## src/common/tse_defs.vh

```
// register offsets, field positions and reset values of the soft event timer
`ifndef TSE_DEFS_VH
`define TSE_DEFS_VH

`define TSE_OFF_CTRL   8'h00
`define TSE_OFF_INTEN  8'h0c
`define TSE_OFF_INTF   8'h10
`define TSE_OFF_SWEVG  8'h14
`define TSE_OFF_CHCTL0 8'h18
`define TSE_OFF_CHCTL1 8'h1c
`define TSE_OFF_CNT    8'h24
`define TSE_OFF_PSC    8'h28
`define TSE_OFF_CAR    8'h2c
`define TSE_OFF_CV0    8'h34

`define TSE_EVG_UPD    0
`define TSE_EVG_CH0    1
`define TSE_EVG_CH3    4

`define TSE_CTRL_EN    0
`define TSE_CTRL_DIR   4
`define TSE_CTRL_CAM   6:5
`define TSE_CTRL_WMASK 7'h71

`define TSE_INTF_UPD   0
`define TSE_INTF_CH    4:1
`define TSE_INTF_OF    12:9
`define TSE_INTEN_IRQ  12:0
`define TSE_INTEN_DMA  20:16
`define TSE_INTEN_WMSK 21'h1f1e1f

`define TSE_CHCTL_WMSK 16'hffff
`define TSE_MS0        1:0
`define TSE_MS1        9:8

`define TSE_RST_CTRL   7'h00
`define TSE_RST_INTEN  21'h000000
`define TSE_RST_CHCTL  16'h0000
`define TSE_RST_CNT    16'h0000
`define TSE_RST_PSC    16'h0000
`define TSE_RST_CAR    16'hffff
`define TSE_RST_CV     16'h0000

`endif

```

## src/core/tse_top.v

```verilog
// soft event generation timer: register port, counter, update and channel events
//
// What this block does
// - writing one to channel 0 request bit fires a channel 0 event; zero does nothing
// - a channel 0 soft event sets its flag and the enabled interrupt or dma request
// - input mode: event captures counter; flag already set also sets overcapture
// - channels 1 to 3 request bits behave alike, ch1 at bit 2, ch3 at bit 4
// - update request bit self clears once the update event is generated
// - soft update clears the counter in up or center-aligned counting
// - soft update loads the auto-reload value in down counting
// - soft update clears the prescaler counter in the same cycle
// - every update event sets the update flag, cleared only by software
//
// Chosen here: the plain strobed port.
`timescale 1ns/1ps
`include "tse_defs.vh"

module tse_top (
  input  wire        core_clk_i,
  input  wire        reset_i,
  input  wire [7:0]  reg_addr_i,
  input  wire [31:0] reg_wdata_i,
  input  wire        reg_wr_i,
  input  wire        reg_rd_i,
  output wire [31:0] reg_rdata_o,
  output wire        irq_o,
  output wire [4:0]  dma_req_o,
  output wire        update_event_o,
  output wire [3:0]  chan_event_o,
  output wire [15:0] cnt_o
);

  ////////////////////////////////////////////////////////////////////////////
  // state
  ////////////////////////////////////////////////////////////////////////////

  reg  [6:0]  ctrl_q;
  reg  [20:0] inten_q;
  reg  [15:0] chctl0_q;
  reg  [15:0] chctl1_q;
  reg  [15:0] cnt_q;
  reg  [15:0] cnt_d;
  reg  [15:0] psc_q;
  reg  [15:0] pcnt_q;
  reg  [15:0] pcnt_d;
  reg  [15:0] car_q;
  reg         cdir_q;
  reg         cdir_d;
  reg         hw_upd;
  reg         upd_flag_q;
  reg  [31:0] rdata_q;
  reg  [31:0] rdata_d;
  reg  [4:0]  dma_q;
  reg         upd_evt_q;
  reg  [3:0]  chan_evt_q;

  wire [3:0]  chan_req;
  wire        upd_req;
  wire        upd_evt;
  wire [3:0]  in_mode;
  wire [3:0]  flag;
  wire [3:0]  ovc;
  wire [63:0] cv_flat;
  wire [12:0] intf;
  wire [12:0] intf_clr;
  wire [3:0]  cv_wr;
  wire [3:0]  cv_rd;
  wire        center;
  wire        down;

  integer     k;

  ////////////////////////////////////////////////////////////////////////////
  // decode helpers
  ////////////////////////////////////////////////////////////////////////////

  // any non-zero mode selection routes the channel to an input
  function is_input;
    input [1:0] ms;
    begin
      is_input = (ms != 2'b00);
    end
  endfunction

  // address of the value register of channel n
  function cv_hit;
    input [7:0] a;
    input [1:0] n;
    begin
      cv_hit = (a == (`TSE_OFF_CV0 + {4'h0, n, 2'b00}));
    end
  endfunction

  // write strobe aimed at one register
  function wr_hit;
    input       wr;
    input [7:0] a;
    input [7:0] off;
    begin
      wr_hit = wr && (a == off);
    end
  endfunction

  ////////////////////////////////////////////////////////////////////////////
  // soft event requests
  ////////////////////////////////////////////////////////////////////////////

  // request bits never store; they act in the write cycle and read back zero,
  // so hardware clearing is implicit and no request can be lost or repeated
  assign upd_req  = wr_hit(reg_wr_i, reg_addr_i, `TSE_OFF_SWEVG)
                    && reg_wdata_i[`TSE_EVG_UPD];
  assign chan_req = wr_hit(reg_wr_i, reg_addr_i, `TSE_OFF_SWEVG)
                    ? reg_wdata_i[`TSE_EVG_CH3:`TSE_EVG_CH0]
                    : 4'h0;
  assign upd_evt  = upd_req | hw_upd;

  ////////////////////////////////////////////////////////////////////////////
  // control registers
  ////////////////////////////////////////////////////////////////////////////

  // count enable, direction and center-aligned mode
  always @(posedge core_clk_i) begin
    if (reset_i) begin
      ctrl_q <= `TSE_RST_CTRL;
    end else if (wr_hit(reg_wr_i, reg_addr_i, `TSE_OFF_CTRL)) begin
      ctrl_q <= reg_wdata_i[6:0] & `TSE_CTRL_WMASK;
    end
  end

  // interrupt mask in bits 12:0, dma enables in bits 20:16
  always @(posedge core_clk_i) begin
    if (reset_i) begin
      inten_q <= `TSE_RST_INTEN;
    end else if (wr_hit(reg_wr_i, reg_addr_i, `TSE_OFF_INTEN)) begin
      inten_q <= reg_wdata_i[20:0] & `TSE_INTEN_WMSK;
    end
  end

  // channel mode words; only whole-word writes are decoded, no byte lanes
  always @(posedge core_clk_i) begin
    if (reset_i) begin
      chctl0_q <= `TSE_RST_CHCTL;
      chctl1_q <= `TSE_RST_CHCTL;
    end else begin
      if (wr_hit(reg_wr_i, reg_addr_i, `TSE_OFF_CHCTL0)) begin
        chctl0_q <= reg_wdata_i[15:0] & `TSE_CHCTL_WMSK;
      end
      if (wr_hit(reg_wr_i, reg_addr_i, `TSE_OFF_CHCTL1)) begin
        chctl1_q <= reg_wdata_i[15:0] & `TSE_CHCTL_WMSK;
      end
    end
  end

  // prescaler and auto-reload value
  always @(posedge core_clk_i) begin
    if (reset_i) begin
      psc_q <= `TSE_RST_PSC;
      car_q <= `TSE_RST_CAR;
    end else begin
      if (wr_hit(reg_wr_i, reg_addr_i, `TSE_OFF_PSC)) begin
        psc_q <= reg_wdata_i[15:0];
      end
      if (wr_hit(reg_wr_i, reg_addr_i, `TSE_OFF_CAR)) begin
        car_q <= reg_wdata_i[15:0];
      end
    end
  end

  assign in_mode[0] = is_input(chctl0_q[`TSE_MS0]);
  assign in_mode[1] = is_input(chctl0_q[`TSE_MS1]);
  assign in_mode[2] = is_input(chctl1_q[`TSE_MS0]);
  assign in_mode[3] = is_input(chctl1_q[`TSE_MS1]);

  assign center = (ctrl_q[`TSE_CTRL_CAM] != 2'b00);
  assign down   = ctrl_q[`TSE_CTRL_DIR];

  ////////////////////////////////////////////////////////////////////////////
  // counter and prescaler
  ////////////////////////////////////////////////////////////////////////////

  // next counter value; a soft update overrides counting and a software write
  always @* begin
    cnt_d  = cnt_q;
    pcnt_d = pcnt_q;
    cdir_d = cdir_q;
    hw_upd = 1'b0;
    if (upd_req) begin
      pcnt_d = 16'h0000;
      cdir_d = 1'b0;
      if (down && !center) begin
        cnt_d = car_q;
      end else begin
        cnt_d = 16'h0000;
      end
    end else if (wr_hit(reg_wr_i, reg_addr_i, `TSE_OFF_CNT)) begin
      cnt_d = reg_wdata_i[15:0];
    end else if (ctrl_q[`TSE_CTRL_EN]) begin
      if (pcnt_q != psc_q) begin
        pcnt_d = pcnt_q + 16'h0001;
      end else begin
        pcnt_d = 16'h0000;
        if (center) begin
          // up then down; a zero reload would stall here, so it holds at zero
          if (car_q == 16'h0000) begin
            cnt_d  = 16'h0000;
            hw_upd = 1'b1;
          end else if (!cdir_q) begin
            if (cnt_q >= car_q) begin
              cnt_d  = car_q - 16'h0001;
              cdir_d = 1'b1;
              hw_upd = 1'b1;
            end else begin
              cnt_d = cnt_q + 16'h0001;
            end
          end else begin
            if (cnt_q == 16'h0000) begin
              cnt_d  = 16'h0001;
              cdir_d = 1'b0;
              hw_upd = 1'b1;
            end else begin
              cnt_d = cnt_q - 16'h0001;
            end
          end
        end else if (down) begin
          if (cnt_q == 16'h0000) begin
            cnt_d  = car_q;
            hw_upd = 1'b1;
          end else begin
            cnt_d = cnt_q - 16'h0001;
          end
        end else begin
          if (cnt_q >= car_q) begin
            cnt_d  = 16'h0000;
            hw_upd = 1'b1;
          end else begin
            cnt_d = cnt_q + 16'h0001;
          end
        end
      end
    end
  end

  // counter state
  always @(posedge core_clk_i) begin
    if (reset_i) begin
      cnt_q  <= `TSE_RST_CNT;
      pcnt_q <= 16'h0000;
      cdir_q <= 1'b0;
    end else begin
      cnt_q  <= cnt_d;
      pcnt_q <= pcnt_d;
      cdir_q <= cdir_d;
    end
  end

  ////////////////////////////////////////////////////////////////////////////
  // flags and requests
  ////////////////////////////////////////////////////////////////////////////

  assign intf_clr = wr_hit(reg_wr_i, reg_addr_i, `TSE_OFF_INTF)
                    ? reg_wdata_i[12:0]
                    : 13'h0000;

  // update flag: set wins over a write-one clear in the same cycle
  always @(posedge core_clk_i) begin
    if (reset_i) begin
      upd_flag_q <= 1'b0;
    end else if (upd_evt) begin
      upd_flag_q <= 1'b1;
    end else if (intf_clr[`TSE_INTF_UPD]) begin
      upd_flag_q <= 1'b0;
    end
  end

  // one-cycle event and dma pulses, registered at the same edge as the counter update
  always @(posedge core_clk_i) begin
    if (reset_i) begin
      dma_q      <= 5'h00;
      upd_evt_q  <= 1'b0;
      chan_evt_q <= 4'h0;
    end else begin
      dma_q      <= {chan_req, upd_evt} & inten_q[`TSE_INTEN_DMA];
      upd_evt_q  <= upd_evt;
      chan_evt_q <= chan_req;
    end
  end

  assign intf = {ovc, 4'h0, flag, upd_flag_q};

  ////////////////////////////////////////////////////////////////////////////
  // channels
  ////////////////////////////////////////////////////////////////////////////

  genvar g;
  generate
    for (g = 0; g < 4; g = g + 1) begin : g_chan
      assign cv_wr[g] = reg_wr_i && cv_hit(reg_addr_i, g[1:0]);
      assign cv_rd[g] = reg_rd_i && cv_hit(reg_addr_i, g[1:0]);
      tse_chan u_chan (
        .core_clk_i (core_clk_i),
        .reset_i    (reset_i),
        .soft_evt_i (chan_req[g]),
        .in_mode_i  (in_mode[g]),
        .cnt_i      (cnt_q),
        .cv_wr_i    (cv_wr[g]),
        .cv_wdata_i (reg_wdata_i[15:0]),
        .cv_rd_i    (cv_rd[g]),
        .flag_clr_i (intf_clr[1 + g]),
        .of_clr_i   (intf_clr[9 + g]),
        .cv_o       (cv_flat[16*g +: 16]),
        .flag_o     (flag[g]),
        .of_o       (ovc[g])
      );
    end
  endgenerate

  ////////////////////////////////////////////////////////////////////////////
  // read port
  ////////////////////////////////////////////////////////////////////////////

  // read mux; the request register and unmapped offsets read zero
  always @* begin
    rdata_d = 32'h00000000;
    case (reg_addr_i)
      `TSE_OFF_CTRL: begin
        rdata_d = {25'h0000000, ctrl_q};
      end
      `TSE_OFF_INTEN: begin
        rdata_d = {11'h000, inten_q};
      end
      `TSE_OFF_INTF: begin
        rdata_d = {19'h00000, intf};
      end
      `TSE_OFF_CHCTL0: begin
        rdata_d = {16'h0000, chctl0_q};
      end
      `TSE_OFF_CHCTL1: begin
        rdata_d = {16'h0000, chctl1_q};
      end
      `TSE_OFF_CNT: begin
        rdata_d = {16'h0000, cnt_q};
      end
      `TSE_OFF_PSC: begin
        rdata_d = {16'h0000, psc_q};
      end
      `TSE_OFF_CAR: begin
        rdata_d = {16'h0000, car_q};
      end
      default: begin
        rdata_d = 32'h00000000;
      end
    endcase
    for (k = 0; k < 4; k = k + 1) begin
      if (cv_rd[k]) begin
        rdata_d = {16'h0000, cv_flat[16*k +: 16]};
      end
    end
  end

  // data stands only in the cycle after the strobe
  always @(posedge core_clk_i) begin
    if (reset_i) begin
      rdata_q <= 32'h00000000;
    end else if (reg_rd_i) begin
      rdata_q <= rdata_d;
    end else begin
      rdata_q <= 32'h00000000;
    end
  end

  ////////////////////////////////////////////////////////////////////////////
  // outputs
  ////////////////////////////////////////////////////////////////////////////

  assign reg_rdata_o    = rdata_q;
  assign irq_o          = |(intf & inten_q[`TSE_INTEN_IRQ]);
  assign dma_req_o      = dma_q;
  assign update_event_o = upd_evt_q;
  assign chan_event_o   = chan_evt_q;
  assign cnt_o          = cnt_q;

endmodule

```

## src/core/tse_chan.v

```verilog
// one capture/compare channel: value register, event flag, overcapture flag
`timescale 1ns/1ps
`include "tse_defs.vh"

module tse_chan (
  input  wire        core_clk_i,
  input  wire        reset_i,
  input  wire        soft_evt_i,
  input  wire        in_mode_i,
  input  wire [15:0] cnt_i,
  input  wire        cv_wr_i,
  input  wire [15:0] cv_wdata_i,
  input  wire        cv_rd_i,
  input  wire        flag_clr_i,
  input  wire        of_clr_i,
  output wire [15:0] cv_o,
  output wire        flag_o,
  output wire        of_o
);

  reg [15:0] cv_q;
  reg        flag_q;
  reg        of_q;

  // capture on a soft event in input mode; compare value only writable in output mode
  always @(posedge core_clk_i) begin
    if (reset_i) begin
      cv_q <= `TSE_RST_CV;
    end else if (soft_evt_i && in_mode_i) begin
      cv_q <= cnt_i;
    end else if (cv_wr_i && !in_mode_i) begin
      cv_q <= cv_wdata_i;
    end
  end

  // event flag: the soft event sets it and wins over a clear in the same cycle
  always @(posedge core_clk_i) begin
    if (reset_i) begin
      flag_q <= 1'b0;
    end else if (soft_evt_i) begin
      flag_q <= 1'b1;
    end else if (flag_clr_i || (cv_rd_i && in_mode_i)) begin
      flag_q <= 1'b0;
    end
  end

  // overcapture: a capture finds the previous one still unacknowledged
  always @(posedge core_clk_i) begin
    if (reset_i) begin
      of_q <= 1'b0;
    end else if (soft_evt_i && in_mode_i && flag_q) begin
      of_q <= 1'b1;
    end else if (of_clr_i) begin
      of_q <= 1'b0;
    end
  end

  assign cv_o   = cv_q;
  assign flag_o = flag_q;
  assign of_o   = of_q;

endmodule

```

## config.mk

```make
export PLATFORM = sky130hd
export DESIGN_NAME = tse_top
export DESIGN_NICKNAME = d
export VERILOG_FILES = /design/src/core/tse_top.v /design/src/core/tse_chan.v
export VERILOG_INCLUDE_DIRS = /design/src /design/src/common
export SDC_FILE = /design/constraint.sdc
export NUM_CORES = 1
export LEC_CHECK = 0
export ABC_AREA = 1
export BUFFER_PORTS_ARGS = -buffer_cell sky130_fd_sc_hd__buf_2
export CELL_PAD_IN_SITES_DETAIL_PLACEMENT = 0
export CELL_PAD_IN_SITES_GLOBAL_PLACEMENT = 1
export CORE_UTILIZATION = 43
export CTS_CLUSTER_SIZE = 10
export DETAILED_ROUTE_END_ITERATION = 8
export HOLD_SLACK_MARGIN = 0.02
export PLACE_DENSITY = 0.87
export SLEW_MARGIN = 20
export SYNTH_ARGS = -nofsm -noshare
export SYNTH_HDL_FRONTEND = slang
export SYNTH_SLANG_ARGS = --single-unit
```

## constraint.sdc

```tcl
create_clock -name core_clk_i -period 2.95 [get_ports core_clk_i]
set_input_delay 0.59 -clock core_clk_i [delete_from_list [all_inputs] [get_ports core_clk_i]]
set_output_delay 0.59 -clock core_clk_i [all_outputs]
set_load 0.01 [all_outputs]
```

After elaboration in Yosys (flattened, before gate mapping). Cells that the tools add are included.

Multiplexer cells: 59. Bitwise gates (word level): 7. Reductions and logical operators: 73. Add/sub/neg operators: 4. Equal/unequal tests: 14. Order comparisons: 1.

Operator list (count): 16-bit two-way mux (26); 21-bit one-hot mux with 8 select lines (1); 8-bit by 6-bit equality test with 1-bit output, second input constant (6); 2-bit nonzero test (18); 1-bit logical AND (35); 16-bit by 1-bit adder with 16-bit output, second input constant (2); 8-bit by 5-bit equality test with 1-bit output, second input constant (4); 16-bit logical NOT (2); 16-bit by 1-bit subtractor with 16-bit output, second input constant (2); 1-bit two-way mux (30); 16-bit >= comparator (1); 16-bit != test (1); 13-bit bitwise AND (1); 13-bit two-way mux (1); 13-bit OR reduction (1); 8-bit by 4-bit equality test with 1-bit output, second input constant (1); 8-bit by 7-bit equality test with 1-bit output, second input constant (1); 8-bit logical NOT (1); 6-bit OR reduction (1); 5-bit bitwise AND (1); 1-bit logical NOT (5); 5-bit AND reduction (1); 1-bit logical OR (4); 4-bit two-way mux (1); other kinds (6) (11).

Output and inout port bits: 59. Bits in registers: 219. Input bits: 44. Logic and storage cells: 185.

Depth between registers and ports, before layout.
Depth in word-level cells: 11. Gate-level depth with buffers: 18. Depth with buffers taken out: 18.

Cells and area by module. A second synthesis with hierarchy kept.

Cell total of the unflattened synthesis: 2185. Area, all modules: 14020.9 um2.

By module, submodules not included: tse_top (area an instance 9516.6 um2, cells an instance 1465, times used 1, seq. area each 2942.8 um2); tse_chan (area an instance 1126.1 um2, cells an instance 180, times used 4, seq. area each 360.3 um2).

Least setup slack after synthesis. No wires, ideal clock.

Kind: register -> register. From: reg cnt_q[0] (netlist: cnt_o[0]). To: reg cnt_q[14] (netlist: cnt_o[14]). Buffers on the path: 2. Period minus slack after synthesis: 2.354 ns. Cell stages (with the launch flop): 17. Setup time: 0.070 ns. Required time: 2.880 ns. Data arrival time: 2.285 ns. Path slack: 0.596 ns. Path through: dfxtp_1 > clkinv_1 > ha_1 > nand2_1 > nor2_1 > and2_1 > nor2_1 > nand3_1 > nand2_1 > buf_2 > buf_2 > nand3_1 > nand3_1 > nand2_1 > nand2_1 > nand2_1 > a21oi_1.

Cells in the longest elaborated chain, start to end: 9. Elaborated cells between the ends (all ways): 16. Those cells by class: add/sub: 2; order compare: 1; mux: 12; reduce/logical: 1.

RTL lines: from (decl) (line tse_top.v:41) `reg [15:0] cnt_q;`; from (signal assigned) (line tse_top.v:246) `` cnt_q <= `TSE_RST_CNT; ``; from (signal assigned) (line tse_top.v:250) `cnt_q <= cnt_d;`; 16-bit by 1-bit adder with 16-bit output, or another cell as far along (line tse_top.v:213, tse_top.v:236); 16-bit two-way mux, on equally long branches (line tse_top.v:208, tse_top.v:216); 16-bit two-way mux (line tse_top.v:207) `end else if (!cdir_q) begin`; 16-bit two-way mux (line tse_top.v:204) `if (car_q == 16'h0000) begin`; 16-bit two-way mux * (line tse_top.v:202) `if (center) begin`; 16-bit two-way mux * (line tse_top.v:198) `if (pcnt_q != psc_q) begin`; 16-bit two-way mux * (line tse_top.v:197) `` end else if (ctrl_q[`TSE_CTRL_EN]) begin ``; 16-bit two-way mux * (line tse_top.v:195) `` end else if (wr_hit(reg_wr_i, reg_addr_i, `TSE_OFF_CNT)) begin ``; 16-bit two-way mux * (line tse_top.v:187) `if (upd_req) begin`.

Mark *: on every way between the ends. The rest lies on a longest branch, timed or not. The select of a mux whose other input is x is not followed. A chain may end at the register's enable or synchronous reset.

Final worst setup path.
From: reg car_q[4]. To: reg cnt_q[8] (netlist: cnt_o[8]).

Cells in the longest elaborated chain, start to end: 9. Elaborated cells between the ends (all ways): 13. Those cells by class: add/sub: 1; order compare: 1; mux: 10; reduce/logical: 1.

RTL lines: from (decl) (line tse_top.v:46) `reg [15:0] car_q;`; from (signal assigned) (line tse_top.v:158) `` car_q <= `TSE_RST_CAR; ``; from (signal assigned) (line tse_top.v:164) `car_q <= reg_wdata_i[15:0];`; 16-bit by 1-bit subtractor with 16-bit output or 16-bit >= comparator (tied branches) (line tse_top.v:209, tse_top.v:208, tse_top.v:232); 16-bit two-way mux (line tse_top.v:208) `if (cnt_q >= car_q) begin`; 16-bit two-way mux (line tse_top.v:207); 16-bit two-way mux (line tse_top.v:204); 16-bit two-way mux * (line tse_top.v:202); 16-bit two-way mux * (line tse_top.v:198); 16-bit two-way mux * (line tse_top.v:197); 16-bit two-way mux * (line tse_top.v:195); 16-bit two-way mux * (line tse_top.v:187).

Marks and branches as above.

==> metrics.csv <==
stage,metric,value,unit
drt,vias,13390,
pwr,power_leakage,0.006044,uW
timing,setup_viol_count_final,0,
pwr,power,6367,uW
clocking,clk-insertion-delay-late,560,ps
timing,relSlewSlack,43.67,%
clocking,cts.sinks,219,
clocking,ctsHtreeMaxLevel,1,
drt,vias_per_cell,5.858,
worst_setup_path,r2r-start,car_q[4],
worst_setup_path,critPathMaxFanout,7,
outcome,run_status,completed,
worst_setup_path,cp.buffers_inverters,2,
hold_path,min_from,reg_wdata_i[6],
clocking,post_cts_buffers,0,
timing,min_period,2495,ps
timing,finClkSkew,15.97,ps
final_layout,drive_gt1_share,12.06,%
worst_setup_path,cpMostUsedCell,nand2_1,
clocking,cts_tree,built,
final_layout,nets,1963,
drt,wl_per_cell,21.21,um
synthesis,synth-seq-cells,219,
synthesis,synth_warnings,0,
synthesis,syn-cell-area,0.01222,mm^2
global_routing,antenna_found_initial,0,
place,place_hpwl,34920,um
timing,fmax,0.4008,GHz
flow_run,drv_cap,0,
drt,dr.pass1.iters,6,
drt,drc,0,
hold_path,hp-class,in2reg,
clocking,root_buffer,clkbuf_16,
synthesis,synth_flop_cell,dfxtp_1,
drt,drt-initial-drc-count,1546,
worst_setup_path,worstSetupPathType,reg2reg,
timing,slew_violations,0,
worst_setup_path,cp.arrival,2990,ps
worst_setup_path,cp-startpoint,car_q[4],
floorplanning,start_util,43.88,%
timing,rsz0062_at_grt,no,
final_layout,finalInstanceArea,0.01393,mm^2
timing,hold_violations,0,
timing,setup_tns,0,ps
synthesis,synth_edf_count,0,
global_routing,grt_pass1_vias,12010,
floorplanning,fp.dieH,170.6,um
global_routing,grt_overflow_total,0,
synthesis,yosysUniqueCellTypes,49,
global_routing,grt_pass1_wl,72330,um
worst_setup_path,reg2reg_slack,450,ps
timing,final.period_utilization,84.58,%
global_routing,grt_start_max_net_pins,77,
worst_setup_path,cp-end-kind,register,
floorplanning,dieArea,0.02910,mm^2
global_routing,grt_usage,32.77,%
clocking,cts_resized,0,
clocking,clk_pin_slew_worst_paths,60,ps
floorplanning,ioPinCount,103,
worst_setup_path,worst_path_max_delay_cell,dfxtp_1,
synthesis,synth_cells,1814,
worst_setup_path,critical_path.top_delay_family,simple AND/OR/NAND/NOR gates,
synthesis,syn_avg_cell_area,6.738,um^2
drt,drtAntennaViolNets,0,
place,dpl-instance-area,0.01314,mm^2
clocking,cts_buffers,27,
pwr,cellPowerDensity,457.1,mW/mm^2
floorplanning,die_w,170.6,um
worst_setup_path,cp_data_required_time,3440,ps
clocking,clk_path_buf_depth,3,
drt,drt-total-wl,48490,um
timing,worst_pin_slew,845.0,ps
clocking,hold_buffers,0,
final_layout,area_delta_synth_final,13.96,%
floorplanning,coreArea,0.02786,mm^2
place,numPortBuffers,80,
place,gp_congestion,0.9798,
worst_setup_path,startpoint_type,register,
worst_setup_path,crit_chain,"inv_1, ha_1, nand2_1, nor2_1, and2_1, nor2_1, nand3_1, nand2_1, nand2_1, buf_4, nand2_1, nand3_1, nand2_1, nand2_1, nand2_1, a21oi_1",
pwr,irDropWorstVdd,487.6,uV
synthesis,ys_seq_area_share,35.87,%
floorplanning,rows,61,
synthesis,async_flop_share,0,%
worst_setup_path,max_stage_delay,440,ps
[cells in the mapped netlist, types with 3 or more instances]
| master | instances | share of area [%] |
|---|---|---|
| a211oi_1 | 4 | 0.25 |
| a21oi_1 | 264 | 11 |
| a31oi_1 | 8 | 0.41 |
| a41oi_1 | 3 | 0.22 |
| buf_1 | 3 | 0.092 |
| buf_2 | 20 | 0.82 |
| buf_4 | 15 | 0.92 |
| buf_6 | 9 | 0.83 |
| clkbuf_1 | 56 | 1.7 |
| clkinv_1 | 11 | 0.34 |
| dfxtp_1 | 219 | 36 |
| ha_1 | 21 | 2.1 |
| inv_1 | 148 | 4.5 |
| inv_2 | 9 | 0.28 |
| nand2_1 | 330 | 10 |
| nand2_2 | 7 | 0.36 |
| nand2_4 | 4 | 0.37 |
| nand3_1 | 80 | 3.3 |
| nand3_2 | 3 | 0.25 |
| nand3b_1 | 3 | 0.18 |
| nand4_1 | 38 | 1.9 |
| nor2_1 | 193 | 5.9 |
| nor2_2 | 7 | 0.36 |
| nor2_4 | 3 | 0.28 |
| nor3_1 | 39 | 1.6 |
| nor4_1 | 4 | 0.20 |
| o211ai_1 | 10 | 0.61 |
| o21ai_0 | 155 | 6.3 |
| o221ai_1 | 3 | 0.22 |
| o22ai_1 | 74 | 3.8 |
| o311ai_0 | 3 | 0.22 |
| o31ai_1 | 4 | 0.25 |
| or2_1 | 3 | 0.15 |
| xor2_1 | 37 | 2.7 |
[placed cells by master, fill, tap and decap left out, types with 38 or more instances in the layout]
cell type	instances
nor3_1	39
nand4_1	38
a21oi_1	264
nor2_1	191
o21ai_0	155
buf_2	80
dfxtp_1	219
o22ai_1	74
nand3_1	80
buf_4	68
inv_1	148
nand2_1	330
[cell type report]
class | count | area (um^2)
Inverter | 170 | 643.1
Timing Repair Buffer | 150 | 950.9
Clock inverter | 5 | 65.06
Tap cell | 378 | 473.0
Sequential cell | 219 | 4384
Antenna cell | 1 | 2.502
Multi-Input combinational cell | 1330 | 6693
Fill cell | 2888 | 13930
Clock buffer | 33 | 718.2
[metrics by stage]
step	setup slack (ps)	utilization (%)	hold WS, ps	std cells
6_report	454.9	50.00	295.1	2286
5_1_grt	189.9	49.99	324.1	2285
4_1_cts	450.0	49.99	285.1	2285
3_5_place_dp	294.1	47.18	456.7	2247
3_3_place_gp	323.4	47.18	450.5	2247
2_1_floorplan	595.5	-	434.4	1824
[sequential cells by signal, indices dropped and copies added, names as in the netlist]
signal	cells
ctrl_q	4
chctl0_q	16
chctl1_q	16
car_q	16
cnt_o	16
chan_event_o	4
g_chan.u_chan.of_o	4
upd_flag_q	1
reg_rdata_o	21
g_chan.u_chan.cv_o	64
cdir_q	1
psc_q	16
pcnt_q	16
inten_q	14
dma_req_o	5
update_event_o	1
g_chan.u_chan.flag_o	4
[path summary, 6_finish.rpt]
| check | endpoint | cells after the start |
|---|---|---|
| worst max-delay path | cnt_o[8] | 16 |
| worst max register to register | cnt_o[8] | 16 |
| worst min-delay path | car_q[6] | 3 |
| worst min register to register | g_chan[3].u_chan.cv_o[4] | 2 |
[worst register-to-register path: stages, from the launching register on]
cell     delay (ps)
dfxtp_1         440
inv_1           210
ha_1            330
nand2_1          50
nor2_1          110
and2_1          140
nor2_1           40
nand3_1         100
nand2_1          80
nand2_1         210
buf_4           200
nand2_1         100
nand3_1          80
nand2_1          50
nand2_1         120
nand2_1          70
a21oi_1         110
[cell families after synthesis]
kind of cell	share of synthesized area [%]
other cells	0.03068
simple gates	25.88
flops	35.87
fa+ha+maj	2.150
buf+inv	9.725
compound gates	23.63
xor+xnor	2.723
[power by group]
| part | switching (uW) | internal [uW] |
|---|---|---|
| combinational | 249 | 74.6 |
| clock | 1290 | 1780 |
| sequential | 4.98 | 2960 |
| total | 1540 | 4820 |
[metal layers]
layer	global-route usage (%)	up-vias	wire [um]
met3	6.014	107	4950
met4	11.40	0	1668
met2	51.02	744	21400
met1	45.13	6255	20470
met5	0	-	0
li1	-	6286	-
(Power assumes the default switching activity.)
